<file path="src/rtl/becc_pkg.sv">
/*
   package for the bearer error element codec: element identifiers, cause and reason
   codes, element octet counts, request and octet-stream carriers.
   assumes an octet stream sink with valid/ready handshake on the same clock.
*/
`default_nettype none
package becc_pkg;

   localparam logic [7:0] BECC_ID_PROTO_ERR = 8'h45;
   localparam logic [7:0] BECC_ID_CONN_INC  = 8'h46;
   localparam logic [7:0] BECC_EXT_BIT      = 8'h80;
   localparam int         BECC_EXT_POS      = 7;

   // content length = total size minus identifier and length octets
   localparam logic [2:0] BECC_HDR_OCTETS   = 3'h2;
   localparam logic [2:0] BECC_MIN_TOTAL    = 3'h3;
   localparam logic [2:0] BECC_MAX_TOTAL    = 3'h5;

   typedef enum logic [6:0] {
      BECC_CAUSE_DISCRIM     = 7'h01,
      BECC_CAUSE_MSG_UNKNOWN = 7'h04,
      BECC_CAUSE_OUT_OF_SEQ  = 7'h05,
      BECC_CAUSE_REP_OPT     = 7'h06,
      BECC_CAUSE_MAND_MISS   = 7'h07,
      BECC_CAUSE_ELEM_UNKN   = 7'h08,
      BECC_CAUSE_MAND_CONT   = 7'h09,
      BECC_CAUSE_OPT_CONT    = 7'h0a,
      BECC_CAUSE_STATE_INCMP = 7'h0b,
      BECC_CAUSE_REP_MAND    = 7'h0c,
      BECC_CAUSE_TOO_MANY    = 7'h0d,
      BECC_CAUSE_REF_CODING  = 7'h0f
   } becc_cause_e;

   typedef enum logic [6:0] {
      BECC_RSN_NORMAL        = 7'h00,
      BECC_RSN_AN_FAULT      = 7'h01,
      BECC_RSN_PORT_UNPROV   = 7'h02,
      BECC_RSN_BAD_SLOT      = 7'h03,
      BECC_RSN_BAD_LINK      = 7'h04,
      BECC_RSN_SLOT_IS_CCH   = 7'h05
   } becc_reason_e;

   typedef enum logic [1:0] {
      BECC_KIND_PROTO_ERR = 2'b01,
      BECC_KIND_CONN_INC  = 2'b10
   } becc_kind_e;

   typedef struct packed {
      becc_kind_e  kind;
      logic [6:0]  code;
      logic [7:0]  msg_type;
      logic [7:0]  elem_id;
   } becc_req_s;

   typedef struct packed {
      logic [7:0] data;
      logic       last;
   } becc_octet_s;

endpackage
`default_nettype wire

</file>
<file path="src/rtl/becc_diag_len.sv">
/*
   maps a protocol error cause to its diagnostic length and validity.
   assumes a purely combinational use by the framer.
*/
`default_nettype none
module becc_diag_len
   import becc_pkg::*;
(
   input  wire logic [6:0] cause,
   output logic [1:0]      diag_len,
   output logic            known
);
   import becc_pkg::*;

   always_comb begin
      known    = 1'b1;
      case (cause)
         BECC_CAUSE_DISCRIM,
         BECC_CAUSE_REF_CODING:  diag_len = 2'h0;
         BECC_CAUSE_MSG_UNKNOWN,
         BECC_CAUSE_STATE_INCMP,
         BECC_CAUSE_TOO_MANY:    diag_len = 2'h1;
         BECC_CAUSE_OUT_OF_SEQ,
         BECC_CAUSE_REP_OPT,
         BECC_CAUSE_MAND_MISS,
         BECC_CAUSE_ELEM_UNKN,
         BECC_CAUSE_MAND_CONT,
         BECC_CAUSE_OPT_CONT,
         BECC_CAUSE_REP_MAND:    diag_len = 2'h2;
         default: begin
            diag_len = 2'h0;
            known    = 1'b0;
         end
      endcase
   end
endmodule
`default_nettype wire

</file>
<file path="src/rtl/becc_reason_chk.sv">
/*
   checks a connection incomplete reason code against the defined set.
   assumes a purely combinational use by the framer.
*/
`default_nettype none
module becc_reason_chk
   import becc_pkg::*;
(
   input  wire logic [6:0] reason,
   output logic            known
);
   import becc_pkg::*;

   always_comb begin
      case (reason)
         BECC_RSN_NORMAL, BECC_RSN_AN_FAULT, BECC_RSN_PORT_UNPROV,
         BECC_RSN_BAD_SLOT, BECC_RSN_BAD_LINK, BECC_RSN_SLOT_IS_CCH: known = 1'b1;
         default: known = 1'b0;
      endcase
   end
endmodule
`default_nettype wire

</file>
<file path="src/rtl/becc_framer.sv">
/*
   bearer error element codec: builds protocol error and connection incomplete
   elements as an octet stream, one octet per accepted beat.
   assumes requests and the stream sink run on CORE_CLK; sink may stall.
*/
// What this block does
// - access network reports detected protocol error type via protocol error element.
// - diagnostic copies offending message type bits 7:1 with bit 8 cleared, then element identifier when needed.
// - protocol error element totals between three and five octets.
// - causes without diagnostic give exactly three octets.
// - causes with diagnostic give four or five octets.
// - octets: identifier 45h, length, ext plus cause, message type, element id.
// - cause codes 1,4-13,15 defined; others reserved.
// - diagnostic length zero, one or two octets by cause.
// - connection incomplete element reports failed audit without connection.
// - connection incomplete element is exactly three octets.
// - octets: identifier 46h, length, ext flag plus seven-bit reason.
// - reason codes 0 to 5 defined; others reserved.
`default_nettype none
module becc_framer
   import becc_pkg::*;
(
   input  wire logic        CORE_CLK,
   input  wire logic        RESET_N,
   input  wire logic        REQ_VALID,
   output logic             REQ_READY,
   input  wire becc_pkg::becc_req_s REQ,
   output logic             REQ_REJECT,
   output logic             OUT_VALID,
   input  wire logic        OUT_READY,
   output becc_pkg::becc_octet_s OUT_OCTET,
   output logic             BUSY
);
   import becc_pkg::*;

   typedef enum logic [1:0] {
      BECC_ST_IDLE = 2'b00,
      BECC_ST_SEND = 2'b01
   } becc_state_e;

   becc_state_e       state_ff;
   becc_state_e       nxt_state;
   logic [7:0]        octets_ff [0:4];
   logic [2:0]        total_ff;
   logic [2:0]        idx_ff;
   logic [2:0]        nxt_idx;
   logic              reject_ff;

   logic [1:0]        diag_len;
   logic              cause_known;
   logic              reason_known;
   logic              is_perr;
   logic              is_cinc;
   logic              req_ok;
   logic [2:0]        req_total;
   logic              fire_req;
   logic              fire_out;

   becc_diag_len u_diag_len (
      .cause    (REQ.code),
      .diag_len (diag_len),
      .known    (cause_known)
   );

   becc_reason_chk u_reason_chk (
      .reason (REQ.code),
      .known  (reason_known)
   );

   function automatic logic [7:0] ext_octet(input logic [6:0] code);
      ext_octet = BECC_EXT_BIT | {1'b0, code};
   endfunction

   assign is_perr = (REQ.kind == BECC_KIND_PROTO_ERR);
   assign is_cinc = (REQ.kind == BECC_KIND_CONN_INC);

   assign req_ok = (is_perr && cause_known) || (is_cinc && reason_known);

   assign req_total = is_perr ? BECC_MIN_TOTAL + {1'b0, diag_len} : BECC_MIN_TOTAL;

   assign REQ_READY = (state_ff == BECC_ST_IDLE);
   assign fire_req  = REQ_VALID && REQ_READY;
   assign fire_out  = OUT_VALID && OUT_READY;
   assign OUT_VALID = (state_ff == BECC_ST_SEND);
   assign BUSY      = (state_ff == BECC_ST_SEND);
   assign REQ_REJECT = reject_ff;

   always_comb begin
      OUT_OCTET.data = octets_ff[idx_ff];
      OUT_OCTET.last = (idx_ff == total_ff - 3'h1);
   end

   always_comb begin
      nxt_state = state_ff;
      nxt_idx   = idx_ff;
      case (state_ff)
         BECC_ST_IDLE: begin
            nxt_idx = 3'h0;
            if (fire_req && req_ok) begin
               nxt_state = BECC_ST_SEND;
            end
         end
         BECC_ST_SEND: begin
            if (fire_out) begin
               if (OUT_OCTET.last) begin
                  nxt_state = BECC_ST_IDLE;
                  nxt_idx   = 3'h0;
               end else begin
                  nxt_idx = idx_ff + 3'h1;
               end
            end
         end
         default: begin
            nxt_state = BECC_ST_IDLE;
            nxt_idx   = 3'h0;
         end
      endcase
   end

   always_ff @(posedge CORE_CLK) begin
      if (!RESET_N) begin
         state_ff <= BECC_ST_IDLE;
         idx_ff   <= 3'h0;
      end else begin
         state_ff <= nxt_state;
         idx_ff   <= nxt_idx;
      end
   end

   // one-cycle pulse for refused request
   always_ff @(posedge CORE_CLK) begin
      if (!RESET_N) begin
         reject_ff <= 1'b0;
      end else begin
         reject_ff <= fire_req && !req_ok;
      end
   end

   // element image captured at acceptance
   always_ff @(posedge CORE_CLK) begin
      if (!RESET_N) begin
         total_ff <= BECC_MIN_TOTAL;
         for (int i = 0; i < 5; i++) begin
            octets_ff[i] <= 8'h00;
         end
      end else if (fire_req && req_ok) begin
         total_ff <= req_total;
         octets_ff[0] <= is_perr ? BECC_ID_PROTO_ERR : BECC_ID_CONN_INC;
         octets_ff[1] <= {5'h00, req_total - BECC_HDR_OCTETS};
         octets_ff[2] <= ext_octet(REQ.code);
         octets_ff[3] <= {1'b0, REQ.msg_type[6:0]};
         octets_ff[4] <= REQ.elem_id;
      end
   end

endmodule
`default_nettype wire

</file>
<file path="config.mk">
export PLATFORM = sky130hd
export DESIGN_NAME = becc_framer
export DESIGN_NICKNAME = d
export VERILOG_FILES = /design/src/rtl/becc_pkg.sv /design/src/rtl/becc_diag_len.sv /design/src/rtl/becc_reason_chk.sv /design/src/rtl/becc_framer.sv
export SDC_FILE = /design/constraint.sdc
export NUM_CORES = 1
export LEC_CHECK = 0
export BUFFER_PORTS_ARGS = -buffer_cell sky130_fd_sc_hd__buf_2
export CAP_MARGIN = 10
export CORE_UTILIZATION = 30
export CTS_CLUSTER_SIZE = 10
export DETAILED_ROUTE_END_ITERATION = 7
export PLACE_DENSITY = 0.6
export REMOVE_ABC_BUFFERS = 1
export SETUP_SLACK_MARGIN = 0.15
export SYNTH_ARGS = -nofsm -noshare
export SYNTH_HDL_FRONTEND = slang
export SYNTH_SLANG_ARGS = --single-unit
</file>
<file path="constraint.sdc">
create_clock -name CORE_CLK -period 4.66 [get_ports CORE_CLK]
set_input_delay 0.466 -clock CORE_CLK [delete_from_list [all_inputs] [get_ports CORE_CLK]]
set_output_delay 0.466 -clock CORE_CLK [all_outputs]
set_load 0.02 [all_outputs]
</file>
=== Word-level counts from Yosys, hierarchy flattened ===
Memories as Yosys holds them, arrays and structs flattened. A register that Yosys moved wholly into a read port is not among the register bits.
Index checks and enable logic that the tools add are counted.

* Memories kept: 1
* Input port bits: 29
* Bits in registers: 9
* Word-level logic and storage cells: 72
* RAM bits: 40

{| class="wikitable"
|+ Memories
! name !! depth !! bits a word !! read ports !! clocked after memory_dff !! write ports !! line !! RTL
|-
| octets_ff || 5 || 8 || 1 || 1 || 5 || becc_framer.sv:43 || <nowiki>logic [7:0] octets_ff [0:4];</nowiki>
|}

* Reductions and logical operators: 16
* Mux-type cells: 21
* Equal/unequal tests: 21
* Add/subtract/negate cells: 4
* Bitwise operators: 5

{| class="wikitable"
|+ Operators with widths
! operator !! number
|-
| == test 7 x 4 -> 1 bit (second input constant) || 7
|-
| two-way mux 8 bit || 5
|-
| == test 7 x 3 -> 1 bit (second input constant) || 4
|-
| == test 7 x 2 -> 1 bit (second input constant) || 2
|-
| two-way mux 3 bit || 4
|-
| OR reduction 12 bit || 1
|-
| two-way mux 2 bit || 4
|-
| one-hot mux 2 bit (2 select lines) || 2
|-
| == test 7 x 1 -> 1 bit (second input constant) || 1
|-
| zero test 7 bit || 1
|-
| OR reduction 7 bit || 1
|-
| logical AND 1 bit || 6
|-
| two-way mux 1 bit || 6
|-
| != test 2 x 1 -> 1 bit (second input constant) || 3
|-
| OR reduction 6 bit || 1
|-
| OR 1 bit || 5
|-
| == test 2 x 1 -> 1 bit (second input constant) || 2
|-
| adder 2 x 2 -> 3 bit (first input constant) || 1
|-
| adder 3 x 1 -> 3 bit (second input constant) || 1
|-
| == test 3 bit || 1
|-
| AND reduction 3 bit || 1
|-
| OR reduction 3 bit || 1
|-
| subtractor 3 x 1 -> 3 bit (second input constant) || 1
|-
| subtractor 3 x 2 -> 3 bit (second input constant) || 1
|-
| other kinds (5) || 5
|}

=== Logic depth before layout (Yosys ltp) ===
* Depth after elaboration: 10
* Gate-level depth with buffers: 8
* Gate-level depth less buffers: 7

=== By module ===
A second synthesis with hierarchy kept.

* Cell total of the unflattened synthesis: 159
* Area, all modules: 1929.4 sq um

{| class="wikitable"
|+ Modules (own cells, without submodules)
! module !! cells each !! instances !! area an instance (sq um)
|-
| becc_framer || 143 || 1 || 1814.2
|-
| becc_diag_len || 14 || 1 || 102.6
|-
| becc_reason_chk || 2 || 1 || 12.5
|}

=== Least setup slack after synthesis ===
OpenSTA, ideal clock, no wires.

* Kind: input port to flip-flop
* Start point: in REQ[18] (netlist name)
* End point: reg total_ff[2]
* Data required time: 4.361 ns
* Stages on the path: 5
* Arrival: 4.282 ns
* Setup slack: 0.079 ns
* Cell sequence: buf_2 > or4b_1 > nand3_2 > o41ai_1 > o32ai_1

* Cells in the longest elaborated chain, start to end: 6
* Elaborated cells between the ends (all ways): 28

{| class="wikitable"
|+ Ends and longest elaborated chain
! what !! line !! RTL
|-
| start: declaration || becc_framer.sv:27 || <nowiki>input wire becc_pkg::becc_req_s REQ,</nowiki>
|-
| parallel branches: the longest is 6 deep, another holds adder 2 x 2 -> 3 bit || -- ||
|-
| end signal: assignment || becc_framer.sv:147 || <nowiki>total_ff <= req_total;</nowiki>
|-
| end: declaration || becc_framer.sv:44 || <nowiki>logic [2:0] total_ff;</nowiki>
|}

Several ways; the timed one is not identified.
A chain may end at the register's enable or synchronous reset.

==> flow_summary.json <==
{
  "setup_violations": 0,
  "synth.distinct_cells": 43,
  "synth_compound_area_frac": 0.06606,
  "path_delay_family": "multiplexers",
  "hold_viol_final": 0,
  "setup_ws_ns": 2.297,
  "worst-path-buf-inv": 1,
  "peakVddDrop_mv": 0.1041,
  "multi_input_area_um2": 772.0,
  "crit_fanout": 8,
  "synth_top_family_by_area": "simple AND/OR/NAND/NOR gates",
  "worst_clock_skew_ns": 0.005135,
  "rsz0062_at_grt": "false",
  "die_y_um": 82.25,
  "syn_area_um2": 1932,
  "seqCellArea_um2": 1061,
  "area_delta_synth_final_pct": 16.77,
  "drive_gt1_frac": 0.3769,
  "yosys.area_share.xor_xnor": 0.02720,
  "setup.worst_path.start_class": "flip-flop",
  "rows": 28,
  "grt_pass1_vias": 1119,
  "post_drt_wl_per_cell_um": 12.11,
  "ctsHoldBuffers": 0,
  "clk_pin_slew_ns": 0.07,
  "root_buffer": "clkbuf_8",
  "syn_inst": 157,
  "h-tree-depth": 2,
  "avgSynthCellArea_um2": 12.30,
  "cts_tree": "yes",
  "cts_buffers": 5,
  "clk_path_buf_depth": 2,
  "cap_violations": 0,
  "io_pins": 42,
  "drc": 0,
  "die_w_um": 82.25,
  "dieArea_um2": 6764,
  "critPathKind": "flip-flop to primary output",
  "ys_ff_latch": 39,
  "nets": 230,
  "total_leakage_power_nw": 0.9134,
  "synth_simple_gate_area_frac": 0.1982,
  "drt_iter0_markers": 77,
  "synthAdderAreaFrac": 0.01943,
  "setup_tns_ns": 0,
  "holdCritPathClass": "primary input to flip-flop",
  "ant_nets": 0,
  "ctsResizeCount": 0,
  "arrival_ns": 1.90,
  "grt_pass1_wl_um": 5223,
  "coreArea_um2": 6061,
  "worst_ep_required_time_ns": 4.19,
  "clock_latency_ns": 0.28,
  "met2_length_um": 1520,
  "fillers": 600,
  "start_util": 0.3187,
  "ys.flop_type": "edfxtp_1",
  "fmax_mhz": 423.2,
  "yosysSeqAreaShare": 0.5492,
  "numClockSinks": 39,
  "cp_slowest_cell": "dfxtp_1",
  "grt_max_degree": 31,
  "viasPerCell": 4.511,
  "slowest_delay_ns": 0.61,
  "pre_cts_slack_ns": 2.573,
  "synth_edf_count": 28,
  "fin_crit_sh": 0.5070,
  "hpwlAfterDp_um": 2407,
  "port_buffers": 40,
  "wl_met1_um": 1606,
  "outcome": "finished, final reports clean",
  "overflow": 0,
  "ys.warnings.count": 0,
  "diodes": 0,
  "vias": 1236,
  "period_minus_slack_ns": 2.363,
  "post_cts_buffers": 0,
  "ys_async_sr_fraction": 0,
  "antenna_found_initial": 0,
  "firstDrtPassIters": 4,
  "routed-wl-met3_um": 134,
  "path_cells": "mux4_2 -> mux2_2 -> buf_2",
  "drt-total-wl_um": 3319,
  "synthMuxAreaShare": 0.07902,
  "highest_layer": "met4",
  "drv_slew": 0,
  "end_kind": "primary output",
  "gp_congestion": 0.7180,
  "power.density_nw_per_um2": 283.0,
  "grtUsageTotal": 0.1067
}
-- layer usage --
layer  vias to the layer above  GRT usage
met3                         5    0.02527
met2                        26     0.1612
li1                        639          -
met4                         0    0.05789
met1                       566     0.1404
met5                         -          0
-- cell usage in the layout (no fill, tap or decap), types with 2 or more instances in the layout --
cell,netlist,layout
nor2_1,6,6
and2_4,16,16
buf_2,2,40
and2_1,4,4
dfxtp_1,11,11
xor2_1,2,2
nand2b_1,4,4
edfxtp_1,28,28
mux4_2,3,3
nor2b_1,2,2
o32ai_1,2,2
mux2_2,4,4
nand3_1,4,4
nand2_1,9,9
o21ai_0,7,7
ha_1,3,3
a21oi_1,2,2
mux2i_1,4,4
o22ai_1,2,2
xnor2_1,4,4
conb_1,1,3
nor3_1,4,4
clkbuf_8,0,5
nor3b_1,2,2
inv_1,9,9
-- state kept, by name, summed over array words and instances, names as in the netlist, named ones only --
register    count
state_ff        1
REQ_REJECT      1
idx_ff          3
total_ff        3
octets_ff      28
-- report_power, final --
part	switching, mW	internal, mW
Combinational	0.0258	0.0201
Clock	0.106	0.103
Sequential	0.00276	0.380
Total	0.135	0.503
-- path summary, 6_finish.rpt --
kind,start,end,slack [ns],depth (start not counted)
setup / recovery,flip-flop,OUT_OCTET[2],2.30,3
hold / removal,OUT_READY,state_ff[0],0.47,2
setup reg to reg,total_ff[0],idx_ff[1],3.05,5
hold reg to reg,total_ff[2],total_ff[2],0.48,2
-- per-stage QoR --
stage	cells	hold slack, ns	power [mW]	utilization	cell area, um^2
2_1_floorplan	150	0.4457	0.4143	-	1866
3_3_place_gp	266	0.4557	0.4365	0.3588	2175
3_5_place_dp	266	0.4678	0.4376	0.3588	2175
4_1_cts	274	0.4599	0.6464	0.3722	2256
5_1_grt	274	0.4622	0.6666	0.3722	2256
6_report	274	0.4652	0.6383	0.3722	2256
-- cells by family (layout without fill, tap and decap cells) --
family	Yosys count	count (layout)
xor+xnor	6	6
buf+inv	19	59
compound gates	19	19
flops	39	39
simple gates	59	59
fa+ha+maj	3	3
mux	11	11
other cells	1	3
-- worst register-to-register path, stage by stage (launching register included) --
cell and delay, ns:
dfxtp_1 0.38, inv_1 0.06, ha_1 0.30, xnor2_1 0.14, nor3_1 0.42, o32ai_1 0.17
-- Yosys cell counts (2+ instances only) --
master | number | share of area
dfxtp_1 | 11 | 0.11
mux2i_1 | 4 | 0.021
and2_1 | 4 | 0.013
nor3_1 | 4 | 0.010
nor2b_1 | 2 | 0.0065
clkbuf_1 | 2 | 0.0039
o32ai_1 | 2 | 0.0091
o21ai_0 | 7 | 0.018
nor2_1 | 6 | 0.012
xnor2_1 | 4 | 0.018
edfxtp_1 | 28 | 0.44
ha_1 | 3 | 0.019
nand2_1 | 9 | 0.017
and2_4 | 16 | 0.073
xor2_1 | 2 | 0.0091
nor3b_1 | 2 | 0.0078
nand2b_1 | 4 | 0.013
inv_1 | 9 | 0.017
buf_6 | 3 | 0.017
o22ai_1 | 2 | 0.0065
nand3_1 | 4 | 0.010
mux2_2 | 4 | 0.023
buf_2 | 2 | 0.0052
a21oi_1 | 2 | 0.0052
mux4_2 | 3 | 0.035
-- final cells by class --
| type | instances | share of cell area |
|---|---|---|
| sequential | 39 | 0.4703 |
| multi-input combinational | 101 | 0.3422 |
| timing repair buffer | 41 | 0.09207 |
| tap | 75 | 0.04160 |
| clock buffer | 6 | 0.03217 |
| inverter | 10 | 0.01775 |
| clock inverter | 2 | 0.003882 |
Power figures use the tool's default switching activity.
